===== src/verilog/tx_serial_pkg.sv =====
// Shared constants and types of the asynchronous serial transmitter.
package tx_serial_pkg;

  // Register indices on the plain register port.
  localparam logic [3:0] ADDR_TX_STATUS_CONTROL = 4'h0;
  localparam logic [3:0] ADDR_RX_STATUS_CONTROL = 4'h1;
  localparam logic [3:0] ADDR_BAUD_CONTROL      = 4'h2;
  localparam logic [3:0] ADDR_DIVISOR_LOW       = 4'h3;
  localparam logic [3:0] ADDR_DIVISOR_HIGH      = 4'h4;
  localparam logic [3:0] ADDR_TX_HOLDING_DATA   = 4'h5;
  localparam logic [3:0] ADDR_IRQ_CONTROL       = 4'h6;
  localparam logic [3:0] ADDR_IRQ_STATUS        = 4'h7;

  // Bit positions in tx_status_control.
  localparam int TXSC_CLOCKED_MASTER = 7;
  localparam int TXSC_NINE_BIT_TX    = 6;
  localparam int TXSC_TX_ENABLE      = 5;
  localparam int TXSC_CLOCKED_MODE   = 4;
  localparam int TXSC_SEND_BREAK     = 3;
  localparam int TXSC_HIGH_SPEED     = 2;
  localparam int TXSC_SHIFTER_EMPTY  = 1;
  localparam int TXSC_NINTH_BIT      = 0;
  // Bit positions in rx_status_control, baud_control and the interrupt registers.
  localparam int RXSC_PORT_ENABLE    = 7;
  localparam int BAUD_DIVISOR_WIDE   = 3;
  localparam int IRQC_GLOBAL         = 7;
  localparam int IRQC_PERIPH         = 6;
  localparam int IRQC_TX             = 4;
  localparam int IRQS_TX_EMPTY       = 4;

  // Reset values.
  localparam logic [7:0] RESET_BYTE  = 8'h00;
  localparam logic [7:0] READ_ZERO   = 8'h00;

  // Baud prescale terminal counts: divide by 64, 16 or 4.
  localparam logic [5:0] PRESC_SLOW  = 6'h3f;
  localparam logic [5:0] PRESC_MID   = 6'h0f;
  localparam logic [5:0] PRESC_FAST  = 6'h03;

  // Data bits per character.
  localparam logic [3:0] BITS_EIGHT  = 4'h8;
  localparam logic [3:0] BITS_NINE   = 4'h9;

  // Transmit sequencer states.
  typedef enum logic [1:0] {
    ST_IDLE  = 2'b00,
    ST_START = 2'b01,
    ST_DATA  = 2'b10,
    ST_STOP  = 2'b11
  } tx_state_e;

  // One register port request.
  typedef struct packed {
    logic [3:0] addr;
    logic [7:0] wdata;
    logic       we;
    logic       re;
  } reg_req_s;

endpackage


===== src/verilog/async_serial_transmitter.sv =====
// Asynchronous NRZ serial transmitter with holding buffer and baud generator.
//
// Local design decisions: the placing of the registers and strobed register access.
`timescale 1ns/1ps

module async_serial_transmitter (
  input  wire logic                   sys_clk_i,
  input  wire logic                   resetn_i,
  input  wire logic                   ce_i,
  input  wire tx_serial_pkg::reg_req_s reg_req_i,
  output logic [7:0]                  reg_rdata_o,
  output logic                        tx_pin_o,
  output logic                        tx_pin_oe_o,
  output logic                        tx_irq_o
);
  import tx_serial_pkg::*;

  // The register port sets up the mode and baud rate, one holding buffer
  // queues the next character, and a four-state sequencer shifts the current
  // character out on a registered line. All state is frozen while ce_i is low.

  // Software visible control registers. Each one is a plain byte; the status
  // bits that hardware owns are merged in on the read path, over whatever is stored here.
  logic [7:0]  txsc_q;
  logic [7:0]  rxsc_q;
  logic [7:0]  baudc_q;
  logic [7:0]  div_lo_q;
  logic [7:0]  div_hi_q;
  logic [7:0]  irqc_q;
  logic [7:0]  rdata_q;

  // Holding buffer and shifter state. The buffer keeps one queued character,
  // so software may write the next one while the current one is on the line.
  logic        hold_full_q;
  logic [8:0]  hold_data_q;
  logic [8:0]  shift_q;
  logic [3:0]  bit_cnt_q;
  logic [3:0]  bits_q;
  tx_state_e   state_q;
  logic        line_q;
  logic        flag_q;

  // Baud generator state. The prescaler runs first and the divisor counter
  // steps once per prescaler wrap.
  logic [5:0]  presc_q;
  logic [15:0] div_cnt_q;

  // Decoded controls and events. All of them are plain combinational terms of
  // the registers above and of the request on the register port.
  logic        port_on;
  logic        active;
  logic        nine_bit;
  logic        wr_hold;
  logic        load_now;
  logic        take;
  logic        tick;
  logic        presc_wrap;
  logic        restart;
  logic [5:0]  presc_last;
  logic [15:0] div_value;
  logic [8:0]  wr_char;

  // Mode decode: only asynchronous operation with both enables transmits.
  // Clocked mode is not built, so selecting it simply parks the transmitter.
  // Any of the three bits going the wrong way also aborts a frame in flight.
  // Transmit enable gating.
  assign port_on  = rxsc_q[RXSC_PORT_ENABLE];
  assign active   = port_on && txsc_q[TXSC_TX_ENABLE] && !txsc_q[TXSC_CLOCKED_MODE];
  assign nine_bit = txsc_q[TXSC_NINE_BIT_TX];

  // A holding write is accepted when transmitting and the buffer is free.
  // A write that finds the buffer full is dropped rather than overwriting the
  // queued character, and a write while inactive is dropped as well.
  // Holding write accepted.
  assign wr_hold  = reg_req_i.we && (reg_req_i.addr == ADDR_TX_HOLDING_DATA)
                    && active && !hold_full_q;
  // An idle sequencer takes the written character straight away.
  assign load_now = wr_hold && (state_q == ST_IDLE);
  // No hardware parity.
  // The ninth bit is whatever software left in the control register, so any
  // parity must be worked out by the writer and placed there beforehand.
  assign wr_char  = {txsc_q[TXSC_NINTH_BIT], reg_req_i.wdata};
  assign take     = (state_q == ST_STOP) && tick && hold_full_q;

  // Prescale and divisor width selection for the bit clock.
  // The narrow divisor ignores the high byte entirely, so a stale high byte
  // left over from a wide setting cannot stretch the bit period.
  // The divisor value itself is chosen by software; no rate arithmetic is here.
  // Divisor qualification.
  always_comb begin
    div_value = baudc_q[BAUD_DIVISOR_WIDE] ? {div_hi_q, div_lo_q} : {8'h00, div_lo_q};
    if (baudc_q[BAUD_DIVISOR_WIDE] && txsc_q[TXSC_HIGH_SPEED]) begin
      presc_last = PRESC_FAST;
    end else if (baudc_q[BAUD_DIVISOR_WIDE] || txsc_q[TXSC_HIGH_SPEED]) begin
      presc_last = PRESC_MID;
    end else begin
      presc_last = PRESC_SLOW;
    end
  end

  // Bit clock events. A tick marks the end of one bit period; the counters
  // restart whenever the sequencer is idle so the first bit of a frame is full.
  // Full-length first bit.
  assign presc_wrap = (presc_q == presc_last);
  assign tick       = presc_wrap && (div_cnt_q == 16'h0000);
  assign restart    = load_now || !active || (state_q == ST_IDLE);

  // Control register writes; the flag is never written, the shifter status is written like any other bit.
  // The shifter-empty position of the status byte is stored but never read
  // back, because the read path overrides it with the live sequencer state.
  // Writes to the interrupt status index and to unmapped indices are ignored.
  // Read-only flag bits.
  always_ff @(posedge sys_clk_i or negedge resetn_i) begin
    if (!resetn_i) begin
      // All control bits come up cleared, so the port starts released and idle.
      txsc_q   <= RESET_BYTE;
      rxsc_q   <= RESET_BYTE;
      baudc_q  <= RESET_BYTE;
      div_lo_q <= RESET_BYTE;
      div_hi_q <= RESET_BYTE;
      irqc_q   <= RESET_BYTE;
    end else if (ce_i && reg_req_i.we) begin
      case (reg_req_i.addr)
        ADDR_TX_STATUS_CONTROL: begin
          txsc_q <= reg_req_i.wdata;
        end
        ADDR_RX_STATUS_CONTROL: begin
          rxsc_q <= reg_req_i.wdata;
        end
        ADDR_BAUD_CONTROL: begin
          baudc_q <= reg_req_i.wdata;
        end
        ADDR_DIVISOR_LOW: begin
          div_lo_q <= reg_req_i.wdata;
        end
        ADDR_DIVISOR_HIGH: begin
          div_hi_q <= reg_req_i.wdata;
        end
        ADDR_IRQ_CONTROL: begin
          irqc_q <= reg_req_i.wdata;
        end
        default: begin
          // Unmapped and read-only indices leave every register as it is.
          irqc_q <= irqc_q;
        end
      endcase
    end
  end

  // Read data register, valid in the cycle after the read strobe only.
  // The register returns to zero in every other cycle with ce_i high, so a master that looks
  // one cycle too late sees zero rather than a stale value.
  // Shifter-empty polled only.
  always_ff @(posedge sys_clk_i or negedge resetn_i) begin
    if (!resetn_i) begin
      rdata_q <= READ_ZERO;
    end else if (ce_i) begin
      rdata_q <= READ_ZERO;
      if (reg_req_i.re) begin
        case (reg_req_i.addr)
          ADDR_TX_STATUS_CONTROL: begin
            rdata_q                     <= txsc_q;
            // Live shifter-empty status.
            // The later assignment wins, so the stored bit never shows.
            rdata_q[TXSC_SHIFTER_EMPTY] <= (state_q == ST_IDLE);
          end
          ADDR_RX_STATUS_CONTROL: begin
            rdata_q <= rxsc_q;
          end
          ADDR_BAUD_CONTROL: begin
            rdata_q <= baudc_q;
          end
          ADDR_DIVISOR_LOW: begin
            rdata_q <= div_lo_q;
          end
          ADDR_DIVISOR_HIGH: begin
            rdata_q <= div_hi_q;
          end
          ADDR_IRQ_CONTROL: begin
            rdata_q <= irqc_q;
          end
          ADDR_IRQ_STATUS: begin
            // Only the flag position is implemented; the rest reads zero.
            rdata_q[IRQS_TX_EMPTY] <= flag_q;
          end
          default: begin
            rdata_q <= READ_ZERO;
          end
        endcase
      end
    end
  end

  // Baud generator: one tick per bit period, restarted at each idle load.
  // A bit lasts (divisor + 1) prescaler wraps, and a prescaler wrap lasts the
  // selected prescale count plus one clock. Changing the divisor while a frame
  // is on the line takes effect at the next reload of the divisor counter.
  // Baud rate generator.
  always_ff @(posedge sys_clk_i or negedge resetn_i) begin
    if (!resetn_i) begin
      presc_q   <= 6'h00;
      div_cnt_q <= 16'h0000;
    end else if (ce_i) begin
      if (restart) begin
        // Idle or a fresh load: start a whole bit period from scratch.
        presc_q   <= 6'h00;
        div_cnt_q <= div_value;
      end else if (presc_wrap) begin
        // The divisor counter steps once per wrap and reloads after zero.
        presc_q   <= 6'h00;
        div_cnt_q <= (div_cnt_q == 16'h0000) ? div_value : div_cnt_q - 16'h0001;
      end else begin
        presc_q <= presc_q + 6'h01;
      end
    end
  end

  // Holding buffer: filled by a write while busy, emptied by the shifter.
  // A take and a new write never meet in one cycle, because a write is only
  // accepted while the buffer is empty and a take needs it full.
  // Dropping out of the active mode discards a queued character.
  // Queue until stop bit.
  always_ff @(posedge sys_clk_i or negedge resetn_i) begin
    if (!resetn_i) begin
      hold_full_q <= 1'b0;
      hold_data_q <= 9'h000;
    end else if (ce_i) begin
      if (!active) begin
        hold_full_q <= 1'b0;
      end else if (take) begin
        // The sequencer takes the queued character as the stop bit ends.
        hold_full_q <= 1'b0;
      end else if (wr_hold && !load_now) begin
        // Written while busy: keep it for the next frame.
        hold_full_q <= 1'b1;
        hold_data_q <= wr_char;
      end
    end
  end

  // Transmit sequencer and line driver.
  // The line is a flip-flop, so it changes only on a clock edge and never
  // glitches between bits of equal value. A queued character starts on the
  // very edge that ends the stop bit, so there is no idle gap between frames.
  // Only one stop bit is ever sent.
  always_ff @(posedge sys_clk_i or negedge resetn_i) begin
    if (!resetn_i) begin
      state_q   <= ST_IDLE;
      shift_q   <= 9'h000;
      bit_cnt_q <= 4'h0;
      bits_q    <= BITS_EIGHT;
      line_q    <= 1'b1;
    end else if (ce_i) begin
      if (!active) begin
        // Port disable returns sequencer to idle.
        // The shift register and counters keep their contents; they are
        // reloaded at the next start, so only state and line need clearing.
        state_q <= ST_IDLE;
        line_q  <= 1'b1;
      end else begin
        case (state_q)
          ST_IDLE: begin
            // Idle at mark.
            // Nothing to send: keep the line at mark.
            line_q <= 1'b1;
            if (load_now) begin
              shift_q   <= wr_char;
              bits_q    <= nine_bit ? BITS_NINE : BITS_EIGHT;
              bit_cnt_q <= 4'h0;
              line_q    <= 1'b0;
              state_q   <= ST_START;
            end
          end
          ST_START: begin
            // One period per bit.
            // The start bit has been on the line since the load edge.
            if (tick) begin
              line_q  <= shift_q[0];
              state_q <= ST_DATA;
            end
          end
          ST_DATA: begin
            if (tick) begin
              // Eight or nine data bits.
              // The counter holds the index of the data bit now on the line; after the last
              // one the stop bit goes out instead of another shift.
              if (bit_cnt_q == bits_q - 4'h1) begin
                line_q  <= 1'b1;
                state_q <= ST_STOP;
              end else begin
                line_q    <= shift_q[1];
                shift_q   <= {1'b0, shift_q[8:1]};
                bit_cnt_q <= bit_cnt_q + 4'h1;
              end
            end
          end
          ST_STOP: begin
            if (tick) begin
              if (hold_full_q) begin
                shift_q   <= hold_data_q;
                bits_q    <= nine_bit ? BITS_NINE : BITS_EIGHT;
                bit_cnt_q <= 4'h0;
                line_q    <= 1'b0;
                state_q   <= ST_START;
              end else begin
                // Nothing queued: the line stays at mark from here on.
                state_q <= ST_IDLE;
              end
            end
          end
          default: begin
            // Unused encodings fall back to idle at mark.
            state_q <= ST_IDLE;
            line_q  <= 1'b1;
          end
        endcase
      end
    end
  end

  // Buffer-empty flag follows buffer state while the transmitter is active, independent of the interrupt enable.
  // It is registered, so it trails the holding buffer by one clock: a read
  // issued right after a holding write may still show the old value.
  // One-cycle update lag.
  always_ff @(posedge sys_clk_i or negedge resetn_i) begin
    if (!resetn_i) begin
      flag_q <= 1'b0;
    end else if (ce_i) begin
      flag_q <= active && !hold_full_q;
    end
  end

  // Outputs: the pin is driven whenever the port is on.
  // With the port off the pin is released to the surrounding pad logic.
  // The interrupt is a level that needs all three enables and the flag.
  // Pin output enable.
  assign tx_pin_oe_o = port_on;
  assign tx_pin_o    = line_q;
  assign reg_rdata_o = rdata_q;
  assign tx_irq_o    = flag_q && irqc_q[IRQC_TX] && irqc_q[IRQC_GLOBAL]
                       && irqc_q[IRQC_PERIPH];

endmodule


===== config.mk =====
export PLATFORM = sky130hd
export DESIGN_NAME = async_serial_transmitter
export DESIGN_NICKNAME = d
export VERILOG_FILES = /design/src/verilog/tx_serial_pkg.sv /design/src/verilog/async_serial_transmitter.sv
export SDC_FILE = /design/constraint.sdc
export NUM_CORES = 1
export LEC_CHECK = 0
export BUFFER_PORTS_ARGS = -buffer_cell sky130_fd_sc_hd__clkbuf_2
export CAP_MARGIN = 0
export CORE_ASPECT_RATIO = 1.4
export CORE_UTILIZATION = 60
export DETAILED_ROUTE_END_ITERATION = 10
export PLACE_DENSITY = 0.77
export SYNTH_ARGS = -nofsm -noshare
export SYNTH_HDL_FRONTEND = slang
export SYNTH_SLANG_ARGS = --single-unit

===== constraint.sdc =====
create_clock -name sys_clk_i -period 4 [get_ports sys_clk_i]
set_input_delay 0.4 -clock sys_clk_i [delete_from_list [all_inputs] [get_ports sys_clk_i]]
set_output_delay 0.4 -clock sys_clk_i [all_outputs]
set_load 0.02 [all_outputs]

# Word level (Yosys, flattened, before mapping)
# Cells that the tools add are included.
word_totals:
  rom_bits: 0
  reg_bits: 109
  elab_cells: 136
  ram_bits: 0
  latch_bits: 0
  memories: 0
classes:
  mux: 48
  mul: 0
  n_eq_ne: 24
  n_div: 0
  order_cmp: 0
  n_bitwise: 1
  addsub: 4
  shifts: 0
  reduce_logical: 42
op_table:
  columns: ["cell", "count"]
  rows:
  - ["$mux W16", 4]
  - ["$mux W9", 5]
  - ["$mux W4", 8]
  - ["$pmux W9 S3", 1]
  - ["$mux W6", 4]
  - ["$pmux W4 S6", 1]
  - ["$ne A3 B3 Y1 const B", 6]
  - ["$pmux W3 S6", 1]
  - ["$eq A4 B3 Y1 const B", 4]
  - ["$logic_and A1 B1 Y1", 16]
  - ["$logic_not A16 Y1", 1]
  - ["$reduce_and A2 Y1", 8]
  - ["$sub A16 B1 Y16 const B", 1]
  - ["$mux W1", 12]
  - ["$mux W2", 6]
  - ["$pmux W4 S3", 1]
  - ["$reduce_and A6 Y1", 2]
  - ["$ne A2 B2 Y1 const B", 5]
  - ["$eq A4 B2 Y1 const B", 2]
  - ["$mux W8", 1]
  - ["$pmux W2 S4", 1]
  - ["$pmux W4 S2", 1]
  - ["$reduce_and A8 Y1", 1]
  - ["$pmux W1 S7", 1]
  - ["19 further kinds", 26]

# Depth between registers and ports, before layout
# Gate-level depths: netlist of the first run.
logic_depth:
  word_depth: 10
  mapped_depth: 9
  mapped_depth_nobuf: 8

# Worst setup path after synthesis of the first run
# No wires, ideal clock.
synth_timing:
  path_kind: "register to register"
  from: "reg div_cnt_q[0]"
  to: "reg shift_q[0]"
  setup_time_ns: 0.125
  t_required_ns: 3.875
  arrival_time_ns: 2.014
  setup_slack_ns: 1.862
  synth_period_minus_slack_ns: 2.138
  path_stages_with_launch: 10
  cell_sequence: "dfrtp_1 inv_1 ha_1 nor3b_1 nand4_2 nor4_4 o21ai_2 a21oi_2 buf_6 mux2_2"
synth_between:
  elab_chain_cells: 4
  word_cells_on_any_way: 5
synth_rtl:
  columns: ["element", "line", "text"]
  rows:
  - ["start: declaration", "async_serial_transmitter.sv:46", "logic [15:0] div_cnt_q;"]
  - ["start signal: assignment", "async_serial_transmitter.sv:207", "div_cnt_q <= div_value;"]
  - ["start signal: assignment", "async_serial_transmitter.sv:211", "div_cnt_q <= (div_cnt_q == 16'h0000) ? div_value : div_cnt_q - 16'h0001;"]
  - ["$logic_not A16 Y1 *", "async_serial_transmitter.sv:105", "assign tick = presc_wrap && (div_cnt_q == 16'h0000);"]
  - ["$logic_and A1 B1 Y1 *", "async_serial_transmitter.sv:105", null]
  - ["$ne A2 B2 Y1 (no line)", null, null]
  - ["$reduce_and A8 Y1 (no line) *", null, null]
  - ["end signal: assignment", "async_serial_transmitter.sv:267", "shift_q <= wr_char;"]
  - ["end signal: assignment", "async_serial_transmitter.sv:292", "shift_q <= {1'b0, shift_q[8:1]};"]
  - ["end signal: assignment", "async_serial_transmitter.sv:300", "shift_q <= hold_data_q;"]
  - ["end: declaration", "async_serial_transmitter.sv:36", "logic [8:0] shift_q;"]
# Mark *: on every way between the ends. The rest lies on a longest branch, timed or not.
# A chain may end at the register's enable or synchronous reset.

# Worst setup path in the final report of the first run
layout_timing:
  from: "reg div_cnt_q[0]"
  to: "reg div_cnt_q[14]"
layout_between:
  elab_chain_cells: 4
  word_cells_on_any_way: 5
layout_rtl:
  columns: ["element", "line", "text"]
  rows:
  - ["$sub A16 B1 Y16 or $logic_not A16 Y1 (tied branches)", "async_serial_transmitter.sv:211", null]
  - ["$mux W16 *", "async_serial_transmitter.sv:211", null]
  - ["$mux W16 *", "async_serial_transmitter.sv:208", "end else if (presc_wrap) begin"]
  - ["$mux W16 *", "async_serial_transmitter.sv:204", "if (restart) begin"]
# Mark *: on every way between the ends. The rest lies on a longest branch, timed or not. The select of a mux whose other input is x is not followed.

==> flow_metrics.tcl, run 1 <==
set metrics [dict create \
    grt_max_degree 85 \
    p_leak_nw 2.67 \
    synth-main-ff-cell "dfrtp_1" \
    post-cts-setup-buffers 0 \
    io_buffers 27 \
    drt_iter0_drc 386 \
    core_area_sq_um 8980 \
    grt_pass1_wl_mm 21.5 \
    yosysMostFrequentCell "dfrtp_1" \
    max_freq_mhz 364 \
    yosys.area_share.simple 0.149 \
    fin_tns_setup_ns 0 \
    synth_xor_area_frac 0 \
    viasPerCell 6.57 \
    fin_nets 559 \
    cts_sinks 105 \
    power_density_nw_per_um2 429 \
    startpoint_type "flop" \
    yosysTopAreaCellShare 0.471 \
    synthCells 523 \
    yosysWarnings 0 \
    cap_violations 0 \
    dp.cells 630 \
    slew_violations 0 \
    muxShareOfSynthArea 0.174 \
    synth_seq_cells 105 \
    synthesis.nets 548 \
    cts_tree "built" \
    totalWireLength_mm 13.2 \
    synth-edff-count 0 \
    antenna_found_initial 0 \
    status "completed" \
    drtAntennaViolNets 0 \
    worst-path-buf-inv 1 \
    cts_resized 0 \
    required_ns 4.21 \
    clk_pin_slew_ns 0.07 \
    synth_compound_area_frac 0.153 \
    die_area_sq_um 9610 \
    cp_max_fo 35 \
    relSlewSlack 0.291 \
    first_global_vias 4172 \
    dpl_cell_area_sq_um 5690 \
    ys_types 59 \
    cts_buffers 9 \
    crit_chain "inv_1, ha_1, nor3b_1, nand4_2, nand2_1, nor2_1, a32oi_1, o21ai_0" \
    hpwl_mm 9.21 \
    finalSetupViolCount 0 \
    cpPeakStageDelay_ns 0.84 \
    r2r_cells 8 \
    drtPass1Iterations 5 \
    antenna_cells 0 \
    cp_slowest_cell "nand2_1" \
    synth_area_leaders "dfrtp_1, mux2_2, nand2_1, o21ai_0, mux2i_1" \
    fp-row-count 41 \
    timing.final.ws_setup_ns 1.26 \
    die_h_microns 116 \
    drive_above_1_share 0.232 \
    cts_max_level 3 \
    r2r_start "div_cnt_q[0]$_DFFE_PN0P_" \
    gp_congestion 0.885 \
    clkLatencyLatePin_ns 0.35 \
    fin_hold_ws_ns 0.224 \
    vias 4236 \
    fin_skew_ns 0.00877 \
    synth_area_sq_um 5530 \
    hold_path_class "in2async" \
    cp-end-kind "flop" \
    wl_per_cell_microns 20.5 \
    die_width_microns 83.1 \
    worst_ep_arrival_time_ns 2.95 \
    drc 0 \
    synthTopCellsByCount "dfrtp_1, mux2_2, nand2_1" \
    fin_total_pwr_mw 2.56 \
    hold_viol_final 0 \
    ios 28 \
    grt_use_total 0.288 \
    r2r-end "div_cnt_q[14]$_DFFE_PN0P_" \
    initial_core_util 0.616 \
    seq_area_frac_synth 0.476 \
    place_ws_ns 1.29 \
    fin_crit_ns 2.74 \
    synth_area_leader_cell "dfrtp_1" \
    fill_cells 669 \
    crit_family "simple AND/OR/NAND/NOR gates" \
    final_util 0.664 \
    cts_hold_buf 0 \
    peakVddDrop_mv 0.361 \
    syn_avg_cell_area_sq_um 10.6 \
    synth_top_family_by_area "multiplexers" \
    path_class "reg2reg" \
    cts_root_buf "clkbuf_16" \
    async_flop_share 1.00 \
    rsz0062_at_grt "no" \
    worstMarginPinSlew_ns 1.06 \
    final_area_sq_um 5960 \
    r2r_slack_ns 1.26 \
    area_growth_pct 7.90 \
    period_share 0.686 \
    fin_cells 645 \
    grt-ovfl-total 0 \
    clockBufferDepth 2 \
    synth_fa_ha_area_frac 0.0181 \
]
## per-layer routing
layer | GRT usage | wire (microns) | vias up
li1 | - | - | 1962
met1 | 0.367 | 5590 | 2112
met2 | 0.480 | 6530 | 122
met3 | 0.0413 | 558 | 40
met4 | 0.159 | 570 | 0
met5 | 0 | 0 | -
## registers in the layout, indices dropped and copies added (netlist names), 2 cells and up
register	cells
div_cnt_q	16
hold_data_q	9
shift_q	9
baudc_q	8
div_hi_q	8
div_lo_q	8
irqc_q	8
reg_rdata_o	8
rxsc_q	8
txsc_q	7
presc_q	6
bit_cnt_q	4
state_q	2
## cells in the final DEF (no fill, tap or decap), drive strengths merged, types with 7 or more instances in the layout
cell type	netlist	routed
dfrtp	104	104
mux2	72	72
nand2	47	47
clkbuf	20	35
nor2	33	33
o21ai	29	29
a21oi	25	25
nor3	18	18
a22oi	16	16
nand3	16	16
inv	12	15
mux2i	13	13
o2bb2ai	11	11
ha	8	8
nor4	7	7
## where the power goes
| group | leakage [nW] | internal (mW) | switching [mW] | total [mW] |
|---|---|---|---|---|
| sequential | 1.37 | 1.19 | 0.129 | 1.32 |
| combinational | 1.17 | 0.186 | 0.223 | 0.409 |
| clock | 0.129 | 0.427 | 0.409 | 0.836 |
| total | 2.67 | 1.80 | 0.761 | 2.56 |
## worst max path at each step
stage | from | to | slack, ns | cells past startpoint
6_report | div_cnt_q[0]$_DFFE_PN0P_ | div_cnt_q[14]$_DFFE_PN0P_ | 1.26 | 8
4_1_cts | div_cnt_q[0]$_DFFE_PN0P_ | div_cnt_q[12]$_DFFE_PN0P_ | 1.31 | 8
2_1_floorplan | div_cnt_q[0]$_DFFE_PN0P_ | shift_q[0]$_DFFE_PN0P_ | 1.86 | 9
3_5_place_dp | reg_req_i[11] | shift_q[6]$_DFFE_PN0P_ | 1.29 | 6
5_1_grt | div_cnt_q[0]$_DFFE_PN0P_ | div_cnt_q[10]$_DFFE_PN0P_ | 1.01 | 8
3_3_place_gp | reg_req_i[11] | shift_q[6]$_DFFE_PN0P_ | 1.37 | 6
## logic make-up (layout without fill, tap and decap cells)
group,Yosys count,in the layout
AND/OR/NAND/NOR,160,160
AO/OA/AOI/OAI,123,123
flip-flops,105,105
multiplexers,86,86
buffers and inverters,41,56
adder cells (fa/ha/maj),8,8
## layout make-up
class                           count  area, sq um  area share
Multi-Input combinational cell    377         2730       0.458
Sequential cell                   105         2630       0.441
Clock buffer                        9          225      0.0378
Timing Repair Buffer               28          145      0.0243
Tap cell                          107          134      0.0224
Clock inverter                      6         50.0     0.00839
Inverter                           13         48.8     0.00818
(Power assumes the default switching activity.)
==> run 2, diff against run 1 <==
Settings changed: CORE_UTILIZATION 60 to 55, PLACE_DENSITY 0.77 to 0.75.
Clock period 4 ns to 2.3 ns, I/O delays scaled along.
==> flow_metrics.tcl, run 2 (synthesis gave the netlist of run 1 again) <==
set metrics [dict create \
    die_h_microns 121 \
    drive_above_1_share 0.285 \
    drtAntennaViolNets 0 \
    worstHoldStart "reg_req_i[0]" \
    fp-row-count 42 \
    hold_path_class "in2reg" \
    power_density_nw_per_um2 740 \
    final_common_cell "dfrtp_1" \
    first_global_vias 4533 \
    viasPerCell 6.40 \
    totalWireLength_mm 14.5 \
    pwr-share-comb 0.179 \
    die_area_sq_um 10500 \
    die_width_microns 86.7 \
    switchingPower_mw 1.34 \
    wl_per_cell_microns 20.7 \
    core_area_sq_um 9620 \
    grt-ovfl-total 0 \
    fin_total_pwr_mw 4.68 \
    fin_crit_ns 2.22 \
    drtPass1Iterations 5 \
    drt_iter0_drc 388 \
    most-common-layout-cells "dfrtp_1, mux2_2, nand2_1, nor2_1, buf_4" \
    fill_cells 731 \
    hold_viol_final 0 \
    finalSetupViolCount 0 \
    hpwl_mm 10.4 \
    period_share 0.966 \
    grt_max_degree 49 \
    cts_max_level 3 \
    reg_top3 "div_cnt_q (16), hold_data_q (9), shift_q (9)" \
    max_freq_mhz 450 \
    cts_sinks 105 \
    status "completed" \
    fin_skew_ns 0.0116 \
    cts_tree "built" \
    r2r_start "div_cnt_q[9]$_DFFE_PN0P_" \
    required_ns 2.53 \
    switching_share 0.287 \
    antenna_found_initial 0 \
    slew_violations 0 \
    area_growth_pct 14.4 \
    antenna_cells 0 \
    fin_tns_setup_ns 0 \
    cp-startpoint "div_cnt_q[9]$_DFFE_PN0P_" \
    cp-end-kind "flop" \
    crit_chain "nor4_4, and4_2, nand4_1, a21oi_2, buf_4, mux2_2" \
    clkLatencyLatePin_ns 0.35 \
    ios 28 \
    cp_max_fo 9 \
    regMostFlops "div_cnt_q" \
    clockBufferDepth 2 \
    grt_use_total 0.300 \
    drc 0 \
    gp_congestion 0.881 \
    grt_pass1_wl_mm 23.3 \
    initial_core_util 0.575 \
    cpPeakStageDelay_ns 0.44 \
    relSlewSlack 0.587 \
    path_class "reg2reg" \
    fin_nets 591 \
    clk_pin_slew_ns 0.07 \
    cts_root_buf "clkbuf_16" \
    worstMarginPinSlew_ns 0.602 \
    worst_ep_arrival_time_ns 2.46 \
    cap_violations 0 \
    cts_buffers 9 \
    vias 4502 \
    pwr-share-seq 0.484 \
    io_buffers 27 \
    p_leak_nw 2.86 \
    peakVddDrop_mv 0.600 \
    cp_slowest_cell "nor4_4" \
    p_int_mw 3.33 \
    largest_reg_flops 16 \
    power_frac_clock 0.337 \
    startpoint_type "flop" \
]
==> run 2: power groups by stage <==
| stage | Sequential (mW) | Clock (mW) | Combinational [mW] |
|---|---|---|---|
| 5_1_grt | 2.29 | 1.67 | 0.902 |
| 3_5_place_dp | 2.29 | 0 | 0.810 |
| 2_1_floorplan | 2.23 | 0 | 0.516 |
| 4_1_cts | 2.25 | 1.59 | 0.819 |
| 3_3_place_gp | 2.27 | 0 | 0.789 |
| 6_report | 2.27 | 1.58 | 0.836 |
==> run 2: repair_timing <==
item                                    CTS  global route
hold buffers                              1             0
endpoints found under the setup margin    0            17
hold endpoints to repair                 34             0
resized for setup                         0             7
setup buffers                             0             1
==> run 2: area by class of cell <==
class | instances | area (sq um) | area share
Clock buffer | 11 | 243 | 0.0384
Tap cell | 132 | 165 | 0.0261
Timing Repair Buffer | 60 | 413 | 0.0653
Multi-Input combinational cell | 377 | 2760 | 0.437
Sequential cell | 105 | 2630 | 0.416
Clock inverter | 5 | 61.3 | 0.00970
Inverter | 13 | 48.8 | 0.00772
==> run 2: final timing paths <==
kind                                               to  slack [ns]  cells after the start
min                        reg_rdata_o[0]$_DFFE_PN0P_        0.25                      3
min in group asynchronous       bits_q[0]$_DFFE_PN0P_        0.40                      2
max                            shift_q[0]$_DFFE_PN0P_        0.08                      6
max in group asynchronous    div_cnt_q[7]$_DFFE_PN0P_        1.20                      3
min reg2reg                reg_rdata_o[3]$_DFFE_PN0P_        0.49                      1
max reg2reg                    shift_q[0]$_DFFE_PN0P_        0.08                      6
==> run 2: worst max-delay path, delay by kind of cell (launching register included) <==
kind,cells,cell delay [ns]
simple gates,3,0.93
flops,1,0.43
mux,1,0.35
buf+inv,1,0.21
compound gates,1,0.19
==> run 2: through the flow <==
stage               std cells  hold WS (ns)  cell area (sq um)  utilization  setup WS (ns)
detailed placement        685         0.228               5970        0.621         0.0285
CTS                       702         0.248               6280        0.654         0.0130
global placement          685         0.228               5970        0.621          0.100
finish                    703         0.246               6320        0.657         0.0785
global route              703         0.261               6320        0.657      -0.000145
floorplan                 523       -0.0656               5530            -          0.162
==> run 2: layer usage <==
layer  track usage  vias up  share of wire
met1         0.364     2249           0.40
met2         0.499      180           0.50
li1              -     2031              -
met4         0.164        0          0.044
met3        0.0587       42          0.055
met5             0        -              0
==> run 3, diff against run 2 <==
Settings changed: CAP_MARGIN 0 to 25, CORE_ASPECT_RATIO 1.4 to unset, CORE_UTILIZATION 55 to 60, PLACE_DENSITY 0.75 to 0.77.
Clock period 2.3 ns to 2.62 ns, I/O delays scaled along.
==> flow_metrics.tcl, run 3 (synthesis gave the netlist of run 1 again) <==
set metrics [dict create \
    status "completed" \
    relSlewSlack 0.473 \
    min_to "reg_rdata_o[7]$_DFFE_PN0P_" \
    top_usage_layer "met2" \
    die_area_sq_um 9600 \
    most-common-layout-cells "dfrtp_1, mux2_2, nand2_1, nor2_1, o21ai_0" \
    timing.final.ws_setup_ns 0.209 \
    worstMarginPinSlew_ns 0.784 \
    grt_util_met3 0.0508 \
    fin_nets 575 \
    die_width_microns 98.0 \
    max_freq_mhz 415 \
    r2r_start "div_cnt_q[0]$_DFFE_PN0P_" \
    area_growth_pct 9.35 \
    path_class "reg2reg" \
    dpl_cell_area_sq_um 5820 \
    cap_violations 0 \
    startpoint_type "flop" \
    grt-ovfl-total 0 \
    io_buffers 27 \
    grt_pass1_wl_mm 23.2 \
    clockBufferDepth 2 \
    initial_core_util 0.628 \
    fin_skew_ns 0.00806 \
    r2r_slack_ns 0.21 \
    viasPerCell 6.79 \
    cts_buffers 9 \
    drc 0 \
    drt_iter0_drc 465 \
    power_density_nw_per_um2 628 \
    first_global_vias 4328 \
    worst_ep_arrival_time_ns 2.67 \
    p_leak_nw 2.74 \
    wl_per_cell_microns 21.8 \
    hold_viol_final 0 \
    cp_max_fo 11 \
    reg_top3 "div_cnt_q (16), hold_data_q (9), shift_q (9)" \
    core_area_sq_um 8810 \
    clk_pin_slew_ns 0.10 \
    antenna_found_initial 0 \
    cts_tree "built" \
    hold_path_class "in2reg" \
    worstHoldStart "reg_req_i[0]" \
    grt_max_degree 66 \
    cp-end-kind "flop" \
    r2r_cells 9 \
    grt_use_total 0.315 \
    grtUsageMet1 0.427 \
    largest_reg_flops 16 \
    vias 4492 \
    cts_sinks 105 \
    required_ns 2.87 \
    place_ws_ns 0.257 \
    fin_hold_ws_ns 0.264 \
    rsz0062_at_grt "no" \
    regMostFlops "div_cnt_q" \
    drtPass1Iterations 5 \
    dp.cells 646 \
    hpwl_mm 10.0 \
    cts_root_buf "clkbuf_8" \
    final_area_sq_um 6040 \
    clkLatencyLatePin_ns 0.37 \
    finalSetupViolCount 0 \
    fp-row-count 34 \
    totalWireLength_mm 14.4 \
    period_share 0.920 \
    antenna_cells 0 \
    final_util 0.686 \
    fin_cells 662 \
    drive_above_1_share 0.251 \
    cts_max_level 3 \
    fin_tns_setup_ns 0 \
    die_h_microns 98.0 \
    final_common_cell "dfrtp_1" \
    whs_path_depth 3 \
    grtUsageMet2 0.501 \
    fin_total_pwr_mw 3.79 \
    drtAntennaViolNets 0 \
    slew_violations 0 \
    peakVddDrop_mv 0.374 \
    gp_congestion 0.908 \
    fin_crit_ns 2.41 \
    ios 28 \
    r2r-end "shift_q[4]$_DFFE_PN0P_" \
]
## run 3: cell count changes in the layout (fill, tap and decap cells not counted), moves of 2 or more
cell and change:
buf_4 -15, nor4_2 -2, clkbuf_8 +9, clkbuf_16 -9
inv_6 -2, nor4_1 +2
## run 3: per-layer routing
layer	routed length, microns	vias to the layer above	part of all wire
met5	0	-	0
li1	-	1993	-
met4	617	0	0.043
met1	5940	2194	0.41
met2	6780	248	0.47
met3	1110	57	0.077
## run 3: how the worst max path moves through the flow
stage | startpoint | endpoint | slack [ns] | cells past startpoint
after floorplan | div_cnt_q[0]$_DFFE_PN0P_ | shift_q[0]$_DFFE_PN0P_ | 0.48 | 9
after global placement | div_cnt_q[0]$_DFFE_PN0P_ | shift_q[7]$_DFFE_PN0P_ | 0.35 | 9
after detailed placement | div_cnt_q[0]$_DFFE_PN0P_ | shift_q[8]$_DFFE_PN0P_ | 0.26 | 9
after CTS | div_cnt_q[0]$_DFFE_PN0P_ | shift_q[4]$_DFFE_PN0P_ | 0.23 | 9
after global routing | div_cnt_q[0]$_DFFE_PN0P_ | shift_q[5]$_DFFE_PN0P_ | 0.08 | 9
final | div_cnt_q[0]$_DFFE_PN0P_ | shift_q[4]$_DFFE_PN0P_ | 0.21 | 9
## run 3: worst max-delay path: stages, from the launching register on
cell,delay [ns]
dfrtp_1,0.42
inv_1,0.11
ha_1,0.15
nor3b_1,0.34
nand4_2,0.21
nor4_4,0.30
o21ai_2,0.09
a21oi_2,0.11
buf_4,0.21
mux2_2,0.36
## run 3: final cells by class
| type | instances | area [sq um] |
|---|---|---|
| sequential | 105 | 2630 |
| inverter | 13 | 48.8 |
| multi-input combinational | 377 | 2730 |
| clock buffer | 11 | 141 |
| clock inverter | 4 | 77.6 |
| timing repair buffer | 44 | 280 |
| fill | 639 | 2760 |
| tap | 108 | 135 |
## run 3: repair_timing
| action | CTS | global route |
|---|---|---|
| hold buffers | 1 | 0 |
| endpoints found under the hold margin | 40 | 0 |
| resized for setup | 0 | 0 |
| setup buffers | 0 | 0 |
| endpoints found under the setup margin | 0 | 0 |
## run 3: power breakdown
part	total, mW	internal, mW	switching, mW
clock	1.12	0.564	0.554
combinational	0.677	0.301	0.376
sequential	2.00	1.81	0.187
total	3.79	2.68	1.12
